File: config.mk
export PLATFORM = sky130hd
export DESIGN_NAME = i2c_slave_gc_ctrl
export DESIGN_NICKNAME = d
export VERILOG_FILES = /design/src/core/i2c_gc_pkg.sv /design/src/core/sync2.sv /design/src/core/byte_shift.sv /design/src/core/i2c_slave_gc_ctrl.sv
export SDC_FILE = /design/constraint.sdc
export NUM_CORES = 1
export LEC_CHECK = 0
export BUFFER_PORTS_ARGS = -buffer_cell sky130_fd_sc_hd__buf_2
export CAP_MARGIN = 10
export CORE_ASPECT_RATIO = 1.25
export CORE_MARGIN = 5
export CORE_UTILIZATION = 56
export DETAILED_ROUTE_END_ITERATION = 10
export GPL_ROUTABILITY_DRIVEN = 0
export GPL_TIMING_DRIVEN = 0
export PLACE_DENSITY_LB_ADDON = 0.2
export SYNTH_ARGS = -nofsm -noshare
export SYNTH_HDL_FRONTEND = slang
export SYNTH_HIERARCHICAL = 1
export SYNTH_SLANG_ARGS = --single-unit
export TNS_END_PERCENT = 1
File: constraint.sdc
create_clock -name clk_sys -period 2.65 [get_ports clk_sys]
set_input_delay 0 -clock clk_sys [delete_from_list [all_inputs] [get_ports clk_sys]]
set_output_delay 0 -clock clk_sys [all_outputs]
set_load 0.01 [all_outputs]
File: src/core/i2c_gc_pkg.sv
// Purpose: Shared constants for the two-wire slave with stretch and general-call control.
// Assumes: Wishbone registers at word-aligned byte offsets, 8 data bits per register.
// Notes:   Status and interrupt layouts are shared by the core and its assertions.
package i2c_gc_pkg;

	// ------------------------------------------------------------
	// Register offsets
	// ------------------------------------------------------------
	localparam logic [5:0] OFS_CTRL   = 6'h00;
	localparam logic [5:0] OFS_OWNADR = 6'h04;
	localparam logic [5:0] OFS_ALT    = 6'h08;
	localparam logic [5:0] OFS_STATUS = 6'h0c;
	localparam logic [5:0] OFS_RXDATA = 6'h10;
	localparam logic [5:0] OFS_TXDATA = 6'h14;
	localparam logic [5:0] OFS_IRQSTA = 6'h18;
	localparam logic [5:0] OFS_IRQCLR = 6'h1c;
	localparam logic [5:0] OFS_IRQEN  = 6'h20;

	// ------------------------------------------------------------
	// Control bit positions
	// ------------------------------------------------------------
	localparam int CTL_SLAVE_EN = 0;
	localparam int CTL_GC_EN    = 2;
	localparam int CTL_HGC_EN   = 3;
	localparam int CTL_GC_CLR   = 4;
	localparam int CTL_EARLY_TX = 5;
	localparam int CTL_STRETCH  = 6;

	// ------------------------------------------------------------
	// Status and interrupt layout
	// ------------------------------------------------------------
	localparam int STA_GC_FLAG = 0;
	localparam int STA_GC_ID   = 1;
	localparam int STA_BUSY    = 3;
	localparam int IRQ_TX_REQ  = 0;
	localparam int IRQ_RX_BYTE = 1;
	localparam int IRQ_STOP    = 2;
	localparam int IRQ_GC      = 3;
	localparam int IRQ_HW_GC   = 4;
	localparam int IRQ_W       = 5;

	// ------------------------------------------------------------
	// Codes, counts and reset values
	// ------------------------------------------------------------
	localparam logic [1:0] GCID_NONE  = 2'h0;
	localparam logic [1:0] GCID_RESET = 2'h1;
	localparam logic [1:0] GCID_PROG  = 2'h2;
	localparam logic [1:0] GCID_HW    = 2'h3;
	localparam logic [7:0] GC_ADDR    = 8'h00;
	localparam logic [7:0] GC_BYTE_RESET = 8'h06;
	localparam logic [7:0] GC_BYTE_PROG  = 8'h04;
	localparam logic [3:0] BITS_PER_BYTE = 4'h8;
	localparam logic [7:0] CTRL_RST   = 8'h00;
	localparam logic [6:0] OWNADR_RST = 7'h00;
	localparam logic [7:0] ALT_RST    = 8'h00;

endpackage : i2c_gc_pkg

File: src/core/sync2.sv
// Purpose: Two-flop synchroniser for a level from outside the clock domain.
// Assumes: Input changes slowly against clk_sys.
// Notes:   Only the second flop is visible outside.
`timescale 1ns/1ps
module sync2 #(
	parameter logic RST_VAL = 1'b1
) (
	input  wire logic clk_sys,
	input  wire logic rst_n,
	input  wire logic d,
	output logic      q
);
	logic meta_q;

	always_ff @(posedge clk_sys or negedge rst_n) begin
		if (!rst_n) begin
			meta_q <= RST_VAL;
			q      <= RST_VAL;
		end else begin
			meta_q <= d;
			q      <= meta_q;
		end
	end
endmodule : sync2

File: src/core/byte_shift.sv
// Purpose: Eight-bit shift register, loaded in parallel and shifted MSB first.
// Assumes: load and shift are never high together; load wins if they are.
// Notes:   Serves both receive and transmit because the link is half duplex.
`timescale 1ns/1ps
module byte_shift (
	input  wire logic       clk_sys,
	input  wire logic       rst_n,
	input  wire logic       load,
	input  wire logic [7:0] load_val,
	input  wire logic       shift,
	input  wire logic       bit_in,
	output logic [7:0]      val_q
);
	logic [7:0] val_d;

	always_comb begin
		val_d = val_q;
		if (load) begin
			val_d = load_val;
		end else if (shift) begin
			val_d = {val_q[6:0], bit_in};
		end
	end

	always_ff @(posedge clk_sys or negedge rst_n) begin
		if (!rst_n) begin
			val_q <= 8'h00;
		end else begin
			val_q <= val_d;
		end
	end
endmodule : byte_shift

File: src/core/i2c_slave_gc_ctrl.sv
// Purpose: Two-wire slave with forced clock stretching and general-call handling.
// Assumes: clk_sys well above eight times the serial clock rate; pins are open drain.
// Notes:   Wishbone classic slave, one wait state, 8-bit registers in the low byte.
//
// Decided for this implementation: the Wishbone slave port and the placing of the registers.
`timescale 1ns/1ps
module i2c_slave_gc_ctrl (
	input  wire logic        clk_sys,
	input  wire logic        rst_n,
	input  wire logic        wb_cyc_i,
	input  wire logic        wb_stb_i,
	input  wire logic        wb_we_i,
	input  wire logic [5:0]  wb_adr_i,
	input  wire logic [31:0] wb_dat_i,
	input  wire logic [3:0]  wb_sel_i,
	output logic      [31:0] wb_dat_o,
	output logic             wb_ack_o,
	input  wire logic        scl_i,
	output logic             scl_o,
	output logic             scl_oe,
	input  wire logic        sda_i,
	output logic             sda_o,
	output logic             sda_oe,
	output logic             irq_o
);
	typedef enum logic [2:0] {
		ST_IDLE = 3'h0, ST_ADDR = 3'h1, ST_ADDR_ACK = 3'h3, ST_RX = 3'h2,
		ST_RX_ACK = 3'h6, ST_TX = 3'h7, ST_TX_ACK = 3'h5
	} state_t;

	// ------------------------------------------------------------
	// Pin sampling
	// ------------------------------------------------------------
	logic scl_s, sda_s, scl_p_q, sda_p_q;
	logic scl_rise, scl_fall, start_det, stop_det;

	sync2 #(.RST_VAL(1'b1)) u_scl_sync (
		.clk_sys (clk_sys),
		.rst_n   (rst_n),
		.d       (scl_i),
		.q       (scl_s)
	);
	sync2 #(.RST_VAL(1'b1)) u_sda_sync (
		.clk_sys (clk_sys),
		.rst_n   (rst_n),
		.d       (sda_i),
		.q       (sda_s)
	);

	assign scl_rise  = scl_s & ~scl_p_q;
	assign scl_fall  = ~scl_s & scl_p_q;
	assign start_det = scl_s & scl_p_q & sda_p_q & ~sda_s;
	assign stop_det  = scl_s & scl_p_q & ~sda_p_q & sda_s;

	// ------------------------------------------------------------
	// Register and serial state
	// ------------------------------------------------------------
	logic [7:0]  ctrl_q, ctrl_d, alt_q, alt_d, rxd_q, rxd_d, txd_q, txd_d;
	logic [6:0]  own_q, own_d;
	logic        gc_flag_q, gc_flag_d;
	logic [1:0]  gc_id_q, gc_id_d;
	logic [4:0]  ista_q, ista_d, ien_q, ien_d;
	logic        ack_q, ack_d, hold_q, hold_d;
	logic [31:0] rdat_q, rdat_d;
	state_t      st_q, st_d;
	logic [3:0]  cnt_q, cnt_d;
	logic        drv_q, drv_d, rw_q, rw_d, gcm_q, gcm_d;
	logic        sh_load, sh_shift;
	logic [7:0]  sh_q;
	logic        tx_ev, rx_ev, gc_ev, hgc_ev, gc_clr, addr_rd_hit;
	logic        hgc_on, wr_stb;
	logic [1:0]  gc_id_new;

	assign hgc_on = ctrl_q[i2c_gc_pkg::CTL_HGC_EN] & ctrl_q[i2c_gc_pkg::CTL_GC_EN];
	assign wr_stb = wb_cyc_i & wb_stb_i & wb_we_i & ~ack_q & wb_sel_i[0];
	assign gc_clr = wr_stb & (wb_adr_i == i2c_gc_pkg::OFS_CTRL)
		& wb_dat_i[i2c_gc_pkg::CTL_GC_CLR];
	assign addr_rd_hit = (st_q == ST_ADDR) && (cnt_q == 4'h7) && sda_s
		&& (sh_q[6:0] == own_q) && ctrl_q[i2c_gc_pkg::CTL_SLAVE_EN];

	byte_shift u_shift (
		.clk_sys  (clk_sys),
		.rst_n    (rst_n),
		.load     (sh_load),
		.load_val (txd_q),
		.shift    (sh_shift),
		.bit_in   (sda_s),
		.val_q    (sh_q)
	);

	// ------------------------------------------------------------
	// Serial state machine
	// ------------------------------------------------------------
	// SDA only changes on a falling clock edge so a held line never glitches the data phase.
	always_comb begin
		st_d      = st_q;
		cnt_d     = cnt_q;
		drv_d     = drv_q;
		rw_d      = rw_q;
		gcm_d     = gcm_q;
		rxd_d     = rxd_q;
		sh_load   = 1'b0;
		sh_shift  = 1'b0;
		tx_ev     = 1'b0;
		rx_ev     = 1'b0;
		gc_ev     = 1'b0;
		hgc_ev    = 1'b0;
		gc_id_new = i2c_gc_pkg::GCID_NONE;
		if (stop_det) begin
			st_d  = ST_IDLE;
			drv_d = 1'b0;
		end else if (start_det) begin
			st_d  = ST_ADDR;
			cnt_d = 4'h0;
			drv_d = 1'b0;
		end else begin
			case (st_q)
				ST_IDLE: begin
					drv_d = 1'b0;
				end
				ST_ADDR, ST_RX: begin
					if (scl_rise && cnt_q != i2c_gc_pkg::BITS_PER_BYTE) begin
						sh_shift = 1'b1;
						cnt_d    = cnt_q + 4'h1;
						if (addr_rd_hit && ctrl_q[i2c_gc_pkg::CTL_EARLY_TX]) begin
							tx_ev = 1'b1;
						end
					end else if (scl_fall && cnt_q == i2c_gc_pkg::BITS_PER_BYTE) begin
						if (st_q == ST_ADDR) begin
							rw_d  = sh_q[0];
							gcm_d = 1'b0;
							if (!ctrl_q[i2c_gc_pkg::CTL_SLAVE_EN]) begin
								st_d = ST_IDLE;
							end else if (sh_q[7:1] == own_q) begin
								st_d  = ST_ADDR_ACK;
								drv_d = 1'b1;
								if (sh_q[0] && !ctrl_q[i2c_gc_pkg::CTL_EARLY_TX]) begin
									tx_ev = 1'b1;
								end
							end else if (sh_q == i2c_gc_pkg::GC_ADDR
								&& ctrl_q[i2c_gc_pkg::CTL_GC_EN]) begin
								st_d  = ST_ADDR_ACK;
								drv_d = 1'b1;
								gcm_d = 1'b1;
							end else begin
								st_d = ST_IDLE;
							end
						end else begin
							st_d  = ST_RX_ACK;
							drv_d = 1'b1;
							rxd_d = sh_q;
							rx_ev = 1'b1;
							gcm_d = 1'b0;
							if (gcm_q) begin
								gc_ev = 1'b1;
								if (hgc_on && sh_q == alt_q) begin
									hgc_ev    = 1'b1;
									gc_id_new = i2c_gc_pkg::GCID_HW;
								end else if (sh_q == i2c_gc_pkg::GC_BYTE_RESET) begin
									gc_id_new = i2c_gc_pkg::GCID_RESET;
								end else if (sh_q == i2c_gc_pkg::GC_BYTE_PROG) begin
									gc_id_new = i2c_gc_pkg::GCID_PROG;
								end
							end
						end
					end
				end
				ST_ADDR_ACK, ST_RX_ACK: begin
					if (scl_fall) begin
						cnt_d = 4'h0;
						drv_d = 1'b0;
						if (st_q == ST_ADDR_ACK && rw_q) begin
							st_d    = ST_TX;
							sh_load = 1'b1;
							cnt_d   = 4'h1;
							drv_d   = ~txd_q[7];
						end else begin
							st_d = ST_RX;
						end
					end
				end
				ST_TX: begin
					if (scl_fall) begin
						if (cnt_q == i2c_gc_pkg::BITS_PER_BYTE) begin
							st_d  = ST_TX_ACK;
							drv_d = 1'b0;
						end else begin
							sh_shift = 1'b1;
							cnt_d    = cnt_q + 4'h1;
							drv_d    = ~sh_q[6];
						end
					end
				end
				ST_TX_ACK: begin
					if (scl_rise) begin
						if (sda_s) begin
							st_d = ST_IDLE;
						end else begin
							tx_ev = 1'b1;
						end
					end else if (scl_fall) begin
						st_d    = ST_TX;
						sh_load = 1'b1;
						cnt_d   = 4'h1;
						drv_d   = ~txd_q[7];
					end
				end
				default: begin
					st_d  = ST_IDLE;
					drv_d = 1'b0;
				end
			endcase
		end
	end

	// ------------------------------------------------------------
	// Register file and clock stretch
	// ------------------------------------------------------------
	// The clear bit is an action, not stored; a general call arriving with the clear wins.
	always_comb begin
		ctrl_d    = ctrl_q;
		own_d     = own_q;
		alt_d     = alt_q;
		txd_d     = txd_q;
		ien_d     = ien_q;
		ista_d    = ista_q | {hgc_ev, gc_ev, stop_det & (st_q != ST_IDLE), rx_ev, tx_ev};
		gc_flag_d = gc_flag_q;
		gc_id_d   = gc_id_q;
		ack_d     = wb_cyc_i & wb_stb_i & ~ack_q;
		rdat_d    = 32'h0000_0000;
		if (gc_clr) begin
			gc_flag_d = 1'b0;
			gc_id_d   = i2c_gc_pkg::GCID_NONE;
		end
		if (gc_ev) begin
			gc_flag_d = 1'b1;
			gc_id_d   = gc_id_new;
		end
		if (wr_stb) begin
			case (wb_adr_i)
				i2c_gc_pkg::OFS_CTRL: begin
					ctrl_d = wb_dat_i[7:0] & ~(8'h01 << i2c_gc_pkg::CTL_GC_CLR);
				end
				i2c_gc_pkg::OFS_OWNADR: own_d = wb_dat_i[6:0];
				i2c_gc_pkg::OFS_ALT:    alt_d = wb_dat_i[7:0];
				i2c_gc_pkg::OFS_TXDATA: txd_d = wb_dat_i[7:0];
				i2c_gc_pkg::OFS_IRQCLR: begin
					ista_d = (ista_q & ~wb_dat_i[4:0])
						| {hgc_ev, gc_ev, stop_det & (st_q != ST_IDLE), rx_ev, tx_ev};
				end
				i2c_gc_pkg::OFS_IRQEN:  ien_d = wb_dat_i[4:0];
				default: begin
				end
			endcase
		end
		case (wb_adr_i)
			i2c_gc_pkg::OFS_CTRL:   rdat_d[7:0] = ctrl_q;
			i2c_gc_pkg::OFS_OWNADR: rdat_d[6:0] = own_q;
			i2c_gc_pkg::OFS_ALT:    rdat_d[7:0] = alt_q;
			i2c_gc_pkg::OFS_STATUS: rdat_d[3:0] = {st_q != ST_IDLE, gc_id_q, gc_flag_q};
			i2c_gc_pkg::OFS_RXDATA: rdat_d[7:0] = rxd_q;
			i2c_gc_pkg::OFS_TXDATA: rdat_d[7:0] = txd_q;
			i2c_gc_pkg::OFS_IRQSTA: rdat_d[4:0] = ista_q;
			i2c_gc_pkg::OFS_IRQEN:  rdat_d[4:0] = ien_q;
			default:                rdat_d      = 32'h0000_0000;
		endcase
		// A high line only gets held once it falls, so the master's high phase is never cut.
		hold_d = ctrl_q[i2c_gc_pkg::CTL_STRETCH] & (hold_q | ~scl_s);
	end

	always_ff @(posedge clk_sys or negedge rst_n) begin
		if (!rst_n) begin
			ctrl_q    <= i2c_gc_pkg::CTRL_RST;
			own_q     <= i2c_gc_pkg::OWNADR_RST;
			alt_q     <= i2c_gc_pkg::ALT_RST;
			txd_q     <= 8'h00;
			rxd_q     <= 8'h00;
			ien_q     <= 5'h00;
			ista_q    <= 5'h00;
			gc_flag_q <= 1'b0;
			gc_id_q   <= i2c_gc_pkg::GCID_NONE;
			ack_q     <= 1'b0;
			rdat_q    <= 32'h0000_0000;
			hold_q    <= 1'b0;
			st_q      <= ST_IDLE;
			cnt_q     <= 4'h0;
			drv_q     <= 1'b0;
			rw_q      <= 1'b0;
			gcm_q     <= 1'b0;
			scl_p_q   <= 1'b1;
			sda_p_q   <= 1'b1;
		end else begin
			ctrl_q    <= ctrl_d;
			own_q     <= own_d;
			alt_q     <= alt_d;
			txd_q     <= txd_d;
			rxd_q     <= rxd_d;
			ien_q     <= ien_d;
			ista_q    <= ista_d;
			gc_flag_q <= gc_flag_d;
			gc_id_q   <= gc_id_d;
			ack_q     <= ack_d;
			rdat_q    <= rdat_d;
			hold_q    <= hold_d;
			st_q      <= st_d;
			cnt_q     <= cnt_d;
			drv_q     <= drv_d;
			rw_q      <= rw_d;
			gcm_q     <= gcm_d;
			scl_p_q   <= scl_s;
			sda_p_q   <= sda_s;
		end
	end

	assign wb_ack_o = ack_q;
	assign wb_dat_o = rdat_q;
	assign scl_o    = 1'b0;
	assign scl_oe   = hold_q;
	assign sda_o    = 1'b0;
	assign sda_oe   = drv_q;
	assign irq_o    = |(ista_q & ien_q);

	// ------------------------------------------------------------
	// Assertions
	// ------------------------------------------------------------
	a_stretch_low_hold: assert property (@(posedge clk_sys) disable iff (!rst_n)
		ctrl_q[i2c_gc_pkg::CTL_STRETCH] && !scl_s ##1 ctrl_q[i2c_gc_pkg::CTL_STRETCH]
		|-> scl_oe) else $error("clock not held while low with stretch set");
	a_stretch_fall_hold: assert property (@(posedge clk_sys) disable iff (!rst_n)
		scl_fall && ctrl_q[i2c_gc_pkg::CTL_STRETCH] && ctrl_d[i2c_gc_pkg::CTL_STRETCH]
		|=> scl_oe) else $error("clock not held after fall");
	// The hold register lags the control bit by one cycle, so release is checked a cycle on.
	a_stretch_release: assert property (@(posedge clk_sys) disable iff (!rst_n)
		!ctrl_q[i2c_gc_pkg::CTL_STRETCH] |=> !scl_oe)
		else $error("clock held with stretch clear");
	a_early_tx_edge: assert property (@(posedge clk_sys) disable iff (!rst_n)
		tx_ev && st_q == ST_ADDR && ctrl_q[i2c_gc_pkg::CTL_EARLY_TX] |-> scl_rise
		##1 ista_q[i2c_gc_pkg::IRQ_TX_REQ]) else $error("early request off edge");
	a_late_tx_edge: assert property (@(posedge clk_sys) disable iff (!rst_n)
		tx_ev && st_q == ST_ADDR && !ctrl_q[i2c_gc_pkg::CTL_EARLY_TX] |-> scl_fall
		##1 (st_q == ST_ADDR_ACK && rw_q)) else $error("late request off edge");
	a_gc_clear: assert property (@(posedge clk_sys) disable iff (!rst_n)
		gc_clr && !gc_ev |=> !gc_flag_q && gc_id_q == i2c_gc_pkg::GCID_NONE)
		else $error("general call status not cleared");
	a_hw_gc_match: assert property (@(posedge clk_sys) disable iff (!rst_n)
		hgc_ev |-> gcm_q && sh_q == alt_q ##1 gc_id_q == i2c_gc_pkg::GCID_HW)
		else $error("hardware general call without match");
	a_hw_gc_gate: assert property (@(posedge clk_sys) disable iff (!rst_n)
		hgc_ev |-> ctrl_q[i2c_gc_pkg::CTL_HGC_EN] && ctrl_q[i2c_gc_pkg::CTL_GC_EN])
		else $error("hardware general call while disabled");
	a_gc_ack_gate: assert property (@(posedge clk_sys) disable iff (!rst_n)
		$rose(st_q == ST_ADDR_ACK) && gcm_q |-> sda_oe && ctrl_q[i2c_gc_pkg::CTL_GC_EN])
		else $error("general call acknowledged while disabled");
	a_plain_gc: assert property (@(posedge clk_sys) disable iff (!rst_n)
		gc_ev && sh_q != alt_q |-> !hgc_ev ##1 gc_flag_q)
		else $error("plain general call flagged as hardware");
endmodule : i2c_slave_gc_ctrl

==> results of run 1 <==
[kinds of logic after synthesis]
group | after synthesis | share of synthesized area
AOI/OAI and AO/OA | 96 | 0.1349
DFF | 85 | 0.4350
muxes | 65 | 0.1517
xor gates and xnor gates | 23 | 0.04105
other | 1 | 0.0007642
and+or+nand+nor | 133 | 0.1530
buffers and inverters | 55 | 0.06833
adders and majority gates | 6 | 0.01530
[sequential cells by signal, indices dropped and copies added (netlist names)]
name / cells
gcm_q: 1
rw_q: 1
cnt_q: 4
gc_id_q: 2
txd_q: 8
gc_flag_q: 1
wb_dat_o: 8
scl_p_q: 1
rxd_q: 8
sda_p_q: 1
u_shift/val_q: 8
ctrl_q: 7
ista_q: 5
own_q: 7
ien_q: 5
scl_oe: 1
u_sda_sync/meta_q: 1
u_sda_sync/q: 1
st_q: 3
u_scl_sync/q: 1
u_scl_sync/meta_q: 1
alt_q: 8
sda_oe: 1
wb_ack_o: 1
[metal layers]
layer / track usage / wire (um) / share of wire / up-vias
met5: 0 / 0 / 0 / -
met4: 0.1358 / 602 / 0.048 / 0
met3: 0.04471 / 760 / 0.061 / 47
met2: 0.4022 / 6286 / 0.50 / 169
met1: 0.3012 / 4836 / 0.39 / 1910
li1: - / - / - / 1789
[cell type report]
type / count / area [sq um]
Timing Repair Buffer: 43 / 295.3
Sequential cell: 85 / 2135
Multi-Input combinational cell: 349 / 2531
Clock inverter: 3 / 42.54
Fill cell: 692 / 2949
Clock buffer: 13 / 168.9
Tap cell: 120 / 150.1
Buffer: 46 / 304.0
Inverter: 8 / 30.03
[worst paths after layout]
check / cells past startpoint / to / slack, ns / startpoint
max in group asynchronous: 3 / u_scl_sync/q / 1.88 / rst_n
worst max-delay path: 7 / u_shift/val_q[7] / 0.17 / u_sda_sync/q
worst min register to register: 0 / u_sda_sync/q / 0.36 / u_sda_sync/meta_q
worst min-delay path: 3 / wb_ack_o / 0.07 / wb_stb_i
worst max register to register: 7 / u_shift/val_q[7] / 0.17 / u_sda_sync/q
min in group asynchronous: 2 / wb_ack_o / 0.11 / rst_n
[power breakdown]
group / internal, mW / switching [mW]
clock: 0.512 / 0.466
sequential: 1.33 / 0.0473
combinational: 0.149 / 0.194
total: 1.99 / 0.707
[synth_stat cells, types with 4 or more instances]
cell      count
and3_1        7
buf_2         7
nand4_1       4
inv_1         8
o21ai_0      22
nor2_1       16
o21a_1        5
nor3_1        4
buf_4        26
xnor2_1      13
nor3b_1       5
xor2_1       10
o21ai_1       8
mux2_2       45
nor2b_1      10
a22oi_1       8
o211ai_1      4
dfrtp_1      79
nand3_1      11
a21oi_1      12
nand2_1      41
nand2b_1      9
clkbuf_1     10
mux2i_1      17
ha_1          6
dfstp_2       6
[through the flow]
stage	hold WS (ns)	cells	area [sq um]	power [mW]	worst slack, ns
2_1_floorplan	-0.2956	489	5001	1.611	0.4766
4_1_cts	0.06358	668	5660	2.706	0.06664
3_5_place_dp	-0.04300	641	5336	1.732	0.01077
6_report	0.07184	667	5657	2.702	0.1686
3_3_place_gp	0.1057	640	5306	1.718	0.04980
5_1_grt	0.09784	667	5657	2.807	0.08266
[timing repair]
| action | in CTS | in global routing |
|---|---|---|
| hold buffers | 11 | 0 |
| endpoints found under the hold margin | 119 | 0 |
| gates resized for setup | 1 | 0 |
| setup endpoints to repair | 8 | 8 |
| setup buffers | 0 | 0 |
[worst reg2reg max path, cell delays in order, from the launching register on]
cell	delay, ns
dfstp_2	0.65
xor2_1	0.15
and2_1	0.18
clkbuf_1	0.19
nor3_1	0.86
buf_6	0.25
nand2_1	0.07
o21ai_1	0.07
==> flow_summary_export.csv, run 1 <==
group,metric,value,unit
outcome,outcome,"finished clean",
place,io_buffers,31,
min_path,hold_class,"input port to flop",
finish,syn2layout_area_growth,15.27,%
setup_path,slowest_delay,0.86,ns
floorplanning,die_h,114.7,um
clocking,clock_sinks,85,
setup_path,required,2.94,ns
pwr,peakVddDrop,0.0003649,V
yosys,yosysTopAreaCell,"dfrtp_1",
yosys,synth-edff-count,0,
sta,final.min_clock_period,2.481,ns
setup_path,cp_num_buf_inv,2,
yosys,ys_seq_area_frac,0.4350,
floorplanning,start_util,0.5702,
pwr,leakage,2.716,nW
route,drt-wirelength-per-cell,18.72,um
clocking,h-tree-depth,3,
yosys,syn_area,4907,sq um
setup_path,crit_slowest_cell,"nor3_1",
setup_path,crit_chain,"xor2_1 > and2_1 > clkbuf_1 > nor3_1 > buf_6 > nand2_1 > o21ai_1",
yosys,ys_ff_latch,85,
global_route,grt_overflow_total,0,
clocking,clockBufferDepth,2,
floorplanning,core,8606,sq um
setup_path,worstPathArrival,2.77,ns
yosys,synth_cell_types,68,
finish,mostFrequentLayoutCells,"79 x dfrtp_1, 45 x mux2_2, 41 x nand2_1, 36 x buf_2, 28 x buf_4",
route,drc,0,
sta,finalHoldViolCount,0,
yosys,syn_inst,464,
setup_path,path_delay_family,"simple AND/OR/NAND/NOR gates",
sta,period_share,0.9364,
clocking,insertion_delay,0.37,ns
yosys,synth_top_area_frac,0.4029,
global_route,grt_use_total,0.2443,
floorplanning,pin_count,87,
sta,max_slew.worst_pin.slew,1.028,ns
setup_path,startpoint_type,"flop",
flow_run,cap_violations,0,
sta,grt_setup_unrepaired,"no",
yosys,synth_area_per_cell,10.58,sq um
setup_path,worstSetupPathType,"flop to flop",
yosys,synthTopCellsByArea,"dfrtp_1 40%, mux2_2 10%, buf_4 4.0%",
sta,clock_skew,0.009152,ns
finish,diodes,0,
finish,layout-drive-gt1-share,0.2779,
sta,maxSlewHeadroom,0.3093,
finish,layout.nets,597,
global_route,antenna_found_initial,0,
sta,slew_viol_final,0,
sta,finalSetupTns,0,ns
route,first_pass_iters,5,
floorplanning,row_count,38,
place,hpwl,9.166,mm
finish,final_common_cell,"dfrtp_1",
route,drt_iter0_drc,282,
clocking,cts_tree,"done",
setup_path,endpoint_kind,"flop",
route,viasPerCell,5.870,
floorplanning,fp.dieW,93.73,um
global_route,grt_max_degree,57,
global_route,grt_pass1_wl,20.04,mm
floorplanning,die_area,10750,sq um
route,routed-via-count,3915,
sta,finalSetupViolations,0,
finish,utilization,0.6573,
clocking,cts_root_buffer,"clkbuf_8",
route,ant_nets,0,
yosys,yosysWarnings,6,
sta,max_freq,403.0,MHz
pwr,powerDensity,477.6,nW/um^2
global_route,grt_pass1_vias,3879,
yosys,synthArstFlopShare,1.000,
setup_path,crit_fanout,10,
clocking,cts.clk_slew.worst_paths,0.08,ns
clocking,numCtsBuffers,9,
yosys,ys.flop_type,"dfrtp_1",
route,drt_wl_total,12.49,mm
No activity file was read; power rests on OpenSTA's default activity.
==> run 2, diff against run 1 <==
--- a/config.mk
+++ b/config.mk
@@ -13,7 +13,7 @@
 export DETAILED_ROUTE_END_ITERATION = 10
 export GPL_ROUTABILITY_DRIVEN = 0
 export GPL_TIMING_DRIVEN = 0
-export PLACE_DENSITY_LB_ADDON = 0.2
+export PLACE_DENSITY = 0.8
 export SYNTH_ARGS = -nofsm -noshare
 export SYNTH_HDL_FRONTEND = slang
 export SYNTH_HIERARCHICAL = 1
==> run 2 against run 1 <==
Net effect: maximum frequency is 0.53% higher; final cell count is the same; non-clock buffer count stayed put; register-to-register slack is essentially flat; highest routed layer unchanged.
==> flow_summary_export.csv, run 2 (synthesis gave the netlist of run 1 again) <==
group,metric,value,unit
outcome,outcome,"finished clean",
route,drt-met1-wl,4.763,mm
finish,utilization,0.6557,
finish,mostFrequentLayoutCells,"79 x dfrtp_1, 45 x mux2_2, 41 x nand2_1, 36 x buf_2, 27 x buf_4",
setup_path,crit_fanout,10,
sta,setup_slack,0.1818,ns
sta,whs,0.07555,ns
finish,layout-drive-gt1-share,0.2742,
setup_path,startpoint_type,"flop",
clocking,cts.clk_slew.worst_paths,0.08,ns
route,drt_iter0_drc,337,
finish,stdcell_count,667,
setup_path,slowest_delay,0.56,ns
floorplanning,die_h,114.7,um
route,top_layer_used,"met4",
floorplanning,fp.dieW,93.73,um
sta,final.min_clock_period,2.468,ns
clocking,cts_root_buffer,"clkbuf_8",
pwr,peakVddDrop,0.0004022,V
clocking,cts_tree,"done",
global_route,grt_max_degree,62,
floorplanning,pin_count,87,
sta,period_share,0.9314,
flow_run,cap_violations,0,
sta,grt_setup_unrepaired,"no",
floorplanning,die_area,10750,sq um
global_route,grt_use_total,0.2441,
setup_path,required,2.90,ns
finish,fillCellCount,689,
global_route,grt_pass1_wl,20.38,mm
clocking,h-tree-depth,3,
setup_path,worstPathArrival,2.72,ns
floorplanning,start_util,0.5702,
route,route.met3.wl,727,um
finish,syn2layout_area_growth,14.99,%
sta,maxSlewHeadroom,0.3891,
route,dr_wl_met2,6.118,mm
place,placed_cell_area,5336,sq um
route,ant_nets,0,
place,hpwl,9.025,mm
global_route,grt_pass1_vias,4032,
route,drt-wirelength-per-cell,18.41,um
setup_path,r2r-start,"scl_p_q",
sta,finalSetupViolations,0,
pwr,powerDensity,469.5,nW/um^2
setup_path,worstSetupPathType,"flop to flop",
finish,finalInstanceArea,5643,sq um
place,place_ws,0.03423,ns
clocking,cts_setup_buffers,0,
min_path,hold_class,"input port to flop",
clocking,clockBufferDepth,2,
finish,final_common_cell,"dfrtp_1",
setup_path,endpoint_kind,"flop",
place,io_buffers,31,
finish,diodes,0,
clocking,clock_sinks,85,
clocking,numCtsBuffers,9,
route,drt_wl_total,12.28,mm
route,viasPerCell,5.900,
route,drc,0,
route,routed-via-count,3935,
setup_path,crit_chain,"ha_1 > nand4b_1 > a2111oi_2 > clkbuf_4 > mux2_2",
finish,layout.nets,597,
setup_path,crit_slowest_cell,"dfstp_2",
pwr,total_power,2.649,mW
sta,max_slew.worst_pin.slew,0.9094,ns
global_route,antenna_found_initial,0,
sta,finalHoldViolCount,0,
pwr,leakage,2.710,nW
floorplanning,core,8606,sq um
place,dp.cells,641,
min_path,hp-start,"wb_stb_i",
setup_path,worstSetupStartpoint,"scl_p_q",
route,first_pass_iters,8,
sta,finalSetupTns,0,ns
sta,slew_viol_final,0,
global_route,grt_overflow_total,0,
sta,clock_skew,0.01107,ns
clocking,insertion_delay,0.36,ns
floorplanning,row_count,38,
sta,max_freq,405.2,MHz
[run 2: power by group]
| part | total (mW) | internal, mW | switching, mW |
|---|---|---|---|
| Clock | 0.928 | 0.487 | 0.440 |
| Sequential | 1.38 | 1.33 | 0.0454 |
| Combinational | 0.342 | 0.149 | 0.194 |
| Total | 2.65 | 1.97 | 0.679 |
[run 2: path summary, 6_finish.rpt]
kind                       cells after the start  slack, ns      endpoint
max reg2reg                                    5       0.18      rxd_q[1]
min reg2reg                                    0       0.36  u_sda_sync/q
max                                            5       0.18      rxd_q[1]
min in group asynchronous                      2       0.09       st_q[2]
max in group asynchronous                      3       1.91       sda_p_q
min                                            3       0.08      wb_ack_o
[run 2: layer usage]
| metal | vias to the layer above | global-route usage |
|---|---|---|
| met5 | - | 0 |
| met4 | 0 | 0.1464 |
| met3 | 64 | 0.04142 |
| met2 | 180 | 0.4031 |
| met1 | 1908 | 0.2969 |
| li1 | 1783 | - |
[run 2: worst max-delay path: cells and delay by family, from the launching register on]
family          cells  cell delay [ns]
mux                 1             0.36
simple gates        1             0.28
flops               1             0.56
buf+inv             1             0.33
compound gates      1             0.46
fa+ha+maj           1             0.36
[run 2: cell type report]
cell class | instances | area, sq um | share of cell area
buffer | 46 | 304.0 | 0.05388
clock buffer | 14 | 162.7 | 0.02882
clock inverter | 2 | 35.03 | 0.006208
inverter | 8 | 30.03 | 0.005322
multi-input combinational | 349 | 2531 | 0.4486
sequential | 85 | 2135 | 0.3783
tap | 120 | 150.1 | 0.02661
timing repair buffer | 43 | 295.3 | 0.05233
[run 2: what timing repair did]
item | 4_1_cts | 5_1_grt
resized for setup | 0 | 1
endpoints found under the setup margin | 0 | 8
hold endpoints to repair | 121 | 0
hold buffers | 11 | 0
==> run 3, diff against run 2 <==
--- a/config.mk
+++ b/config.mk
@@ -5,15 +5,17 @@
 export SDC_FILE = /design/constraint.sdc
 export NUM_CORES = 1
 export LEC_CHECK = 0
+export ABC_AREA = 1
 export BUFFER_PORTS_ARGS = -buffer_cell sky130_fd_sc_hd__buf_2
 export CAP_MARGIN = 10
 export CORE_ASPECT_RATIO = 1.25
 export CORE_MARGIN = 5
-export CORE_UTILIZATION = 56
+export CORE_UTILIZATION = 58
+export CTS_BUF_LIST = sky130_fd_sc_hd__clkbuf_2
 export DETAILED_ROUTE_END_ITERATION = 10
 export GPL_ROUTABILITY_DRIVEN = 0
 export GPL_TIMING_DRIVEN = 0
-export PLACE_DENSITY = 0.8
+export PLACE_DENSITY = 0.83
 export SYNTH_ARGS = -nofsm -noshare
 export SYNTH_HDL_FRONTEND = slang
 export SYNTH_HIERARCHICAL = 1
==> run 3 against run 2 <==
Net effect: maximum frequency down 2.2%; core utilization up 6.0 points; register-to-register slack better by 0.15 ns; highest routed layer unchanged; first-iteration DRC count up 40%; combinational power grew to 3.0 times the previous value; die area fell by 6.1%; final cell count up 20%.
==> flow_summary_export.csv, run 3 <==
group,metric,value,unit
yosys,synth_top_area_frac,0.4173,
finish,seq_area,2135,sq um
yosys,synth_cell_types,43,
pwr,internal-power,2.192,mW
sta,slew_viol_final,0,
sta,period_share,0.9519,
global_route,grt_pass1_vias,4399,
finish,diodes,0,
setup_path,endpoint_kind,"flop",
yosys,synthTopCellsByArea,"dfrtp_1 42%, nand2_1 14%, inv_1 5.4%",
finish,utilization,0.7159,
clocking,cts_root_buffer,"clkbuf_2",
setup_path,cpMostUsedCell,"dlygate4sd3_1",
yosys,synth_top_cells_by_count,"172 x nand2_1, 79 x dfrtp_1, 68 x inv_1, 46 x o21ai_0, 39 x nand3_1",
pwr,p_switching,1.254,mW
clocking,h-tree-depth,3,
global_route,grt_max_degree,71,
yosys,synth-edff-count,0,
clocking,insertion_delay,0.58,ns
finish,layout.nets,758,
min_path,hold_class,"input port to flop",
sta,finalHoldViolCount,0,
floorplanning,die_area,10090,sq um
clocking,clock_sinks,85,
sta,whs,0.05881,ns
route,drc,0,
sta,clock_skew,0.03134,ns
setup_path,worstPathArrival,3.04,ns
floorplanning,row_count,36,
setup_path,required,3.16,ns
place,place_ws,0.8547,ns
floorplanning,fp.dieW,90.83,um
yosys,ys_ff_latch,85,
sta,finalSetupViolations,0,
setup_path,crit_fanout,7,
route,routed-via-count,4533,
clocking,clockBufferDepth,2,
clocking,cts.clk_slew.worst_paths,0.22,ns
setup_path,worstSetupPathType,"input port to flop",
pwr,power_frac_comb,0.298,
floorplanning,pin_count,87,
place,dp.cells,753,
finish,fillCellCount,638,
finish,multi_input_comb_area,2142,sq um
pwr,leakage,2.916,nW
route,first_pass_iters,6,
setup_path,crit_slowest_cell,"dlygate4sd3_1",
flow_run,cap_violations,0,
global_route,grt_overflow_total,0,
yosys,syn_area,4737,sq um
yosys,ys.flop_type,"dfrtp_1",
place,io_buffers,33,
setup_path,path_delay_family,"buffers and inverters",
floorplanning,start_util,0.6010,
global_route,grt_pass1_wl,21.31,mm
pwr,p_seq_frac,0.447,
finish,stdcell_count,803,
pwr,powerDensity,610.5,nW/um^2
sta,maxSlewHeadroom,0.5946,
yosys,yosysTopAreaCell,"dfrtp_1",
yosys,synthArstFlopShare,1.000,
outcome,outcome,"finished clean",
setup_path,crit_chain,"dlygate4sd3_1 > buf_2 > nand2_1 > dlygate4sd3_1 > nor2_1 > nand3_1 > nor2_4 > nand2_1 > dlygate4sd3_1 > o21ai_0 > dlygate4sd3_1",
pwr,peakVddDrop,0.0004460,V
floorplanning,core,7883,sq um
yosys,yosysWarnings,6,
finish,layout-drive-gt1-share,0.1794,
place,hpwl,9.288,mm
sta,max_freq,396.4,MHz
route,drt-wirelength-per-cell,16.64,um
route,drt_iter0_drc,473,
pwr,p_sw_frac,0.3639,
finish,mostFrequentLayoutCells,"172 x nand2_1, 79 x dfrtp_1, 68 x inv_1, 46 x o21ai_0, 39 x nand3_1",
global_route,antenna_found_initial,0,
clocking,ctsResizeCount,0,
route,viasPerCell,5.645,
sta,final.min_clock_period,2.523,ns
yosys,syn_inst,599,
yosys,synth_area_per_cell,7.908,sq um
sta,max_slew.worst_pin.slew,0.6061,ns
route,ant_nets,0,
finish,syn2layout_area_growth,19.12,%
sta,finalSetupTns,0,ns
pwr,power_frac_clock,0.255,
route,drt_wl_total,13.36,mm
yosys,ys_seq_area_frac,0.4506,
clocking,numCtsBuffers,9,
global_route,grt_use_total,0.2615,
setup_path,cp_num_buf_inv,5,
setup_path,slowest_delay,0.58,ns
floorplanning,die_h,111.0,um
sta,grt_setup_unrepaired,"no",
setup_path,startpoint_type,"input port",
sta,setup_slack,0.1274,ns
clocking,cts_tree,"done",
yosys,yosysMostFrequentCell,"nand2_1",
finish,final_common_cell,"nand2_1",
run 3: cell types whose count changed in the layout (fill, tap and decap cells not counted), moves of 22 or more:
| cell | change |
|---|---|
| dlygate4sd3_1 | +22 |
| inv_1 | +60 |
| mux2_2 | -45 |
| nand2_1 | +131 |
| nand3_1 | +28 |
| o21ai_0 | +24 |
run 3: worst reg2reg max path, stage by stage (launching register included):
cell and delay [ns]:
dfrtp_1 0.43, nor2_1 0.13, nand3_1 0.18, nor2_4 0.25, nand2_1 0.07, dlygate4sd3_1 0.56
o21ai_0 0.09, dlygate4sd3_1 0.58
run 3: through the flow:
step / area [sq um] / total power [mW]
3_5_place_dp: 5145 / 2.530
2_1_floorplan: 4831 / 2.269
4_1_cts: 5635 / 3.431
6_report: 5643 / 3.445
3_3_place_gp: 5115 / 2.479
5_1_grt: 5643 / 3.647
run 3: power by group through the flow:
stage / registers [mW] / clock network, mW / logic (mW)
2_1_floorplan: 1.52 / 0 / 0.748
3_5_place_dp: 1.56 / 0 / 0.969
3_3_place_gp: 1.55 / 0 / 0.924
6_report: 1.54 / 0.878 / 1.03
4_1_cts: 1.54 / 0.888 / 1.00
5_1_grt: 1.56 / 0.944 / 1.14
run 3: path summary, 6_finish.rpt:
| check | endpoint | cells past startpoint | slack [ns] | start |
|---|---|---|---|---|
| min in group asynchronous | u_sda_sync/q | 3 | 0.48 | rst_n |
| min reg2reg | u_scl_sync/q | 0 | 0.37 | u_scl_sync/meta_q |
| max reg2reg | ctrl_q[5] | 7 | 0.33 | wb_ack_o |
| min | wb_dat_o[3] | 8 | 0.06 | wb_adr_i[1] |
| max in group asynchronous | st_q[0] | 4 | 1.15 | rst_n |
| max | ctrl_q[5] | 11 | 0.13 | wb_stb_i |
run 3: timing repair:
action	in CTS	in global routing
setup buffers	0	1
hold endpoints to repair	139	0
endpoints found under the setup margin	0	2
hold buffers	33	0
run 3: logic make-up (layout without fill, tap and decap cells):
| group | after synthesis | after routing | synth area share |
|---|---|---|---|
| compound gates | 100 | 100 | 0.1260 |
| simple gates | 287 | 287 | 0.2713 |
| xor+xnor | 10 | 10 | 0.01849 |
| flops | 85 | 85 | 0.4506 |
| fa+ha+maj | 6 | 6 | 0.01585 |
| buf+inv | 110 | 194 | 0.1170 |
| other cells | 1 | 26 | 0.0007916 |
run 3: layout make-up:
| type | count | share of cell area |
|---|---|---|
| clock inverter | 6 | 0.01951 |
| clock buffer | 10 | 0.008869 |
| inverter | 76 | 0.05144 |
| timing repair buffer | 68 | 0.09446 |
| tap | 95 | 0.02106 |
| buffer | 34 | 0.04678 |
| sequential | 85 | 0.3783 |
| multi-input combinational | 429 | 0.3796 |
run 3: layer usage:
metal / global-route usage / up-vias / wire (um)
li1: - / 2098 / -
met1: 0.3171 / 2096 / 4925
met2: 0.4270 / 270 / 6566
met3: 0.05906 / 69 / 1107
met4: 0.1458 / 0 / 763
met5: 0 / - / 0
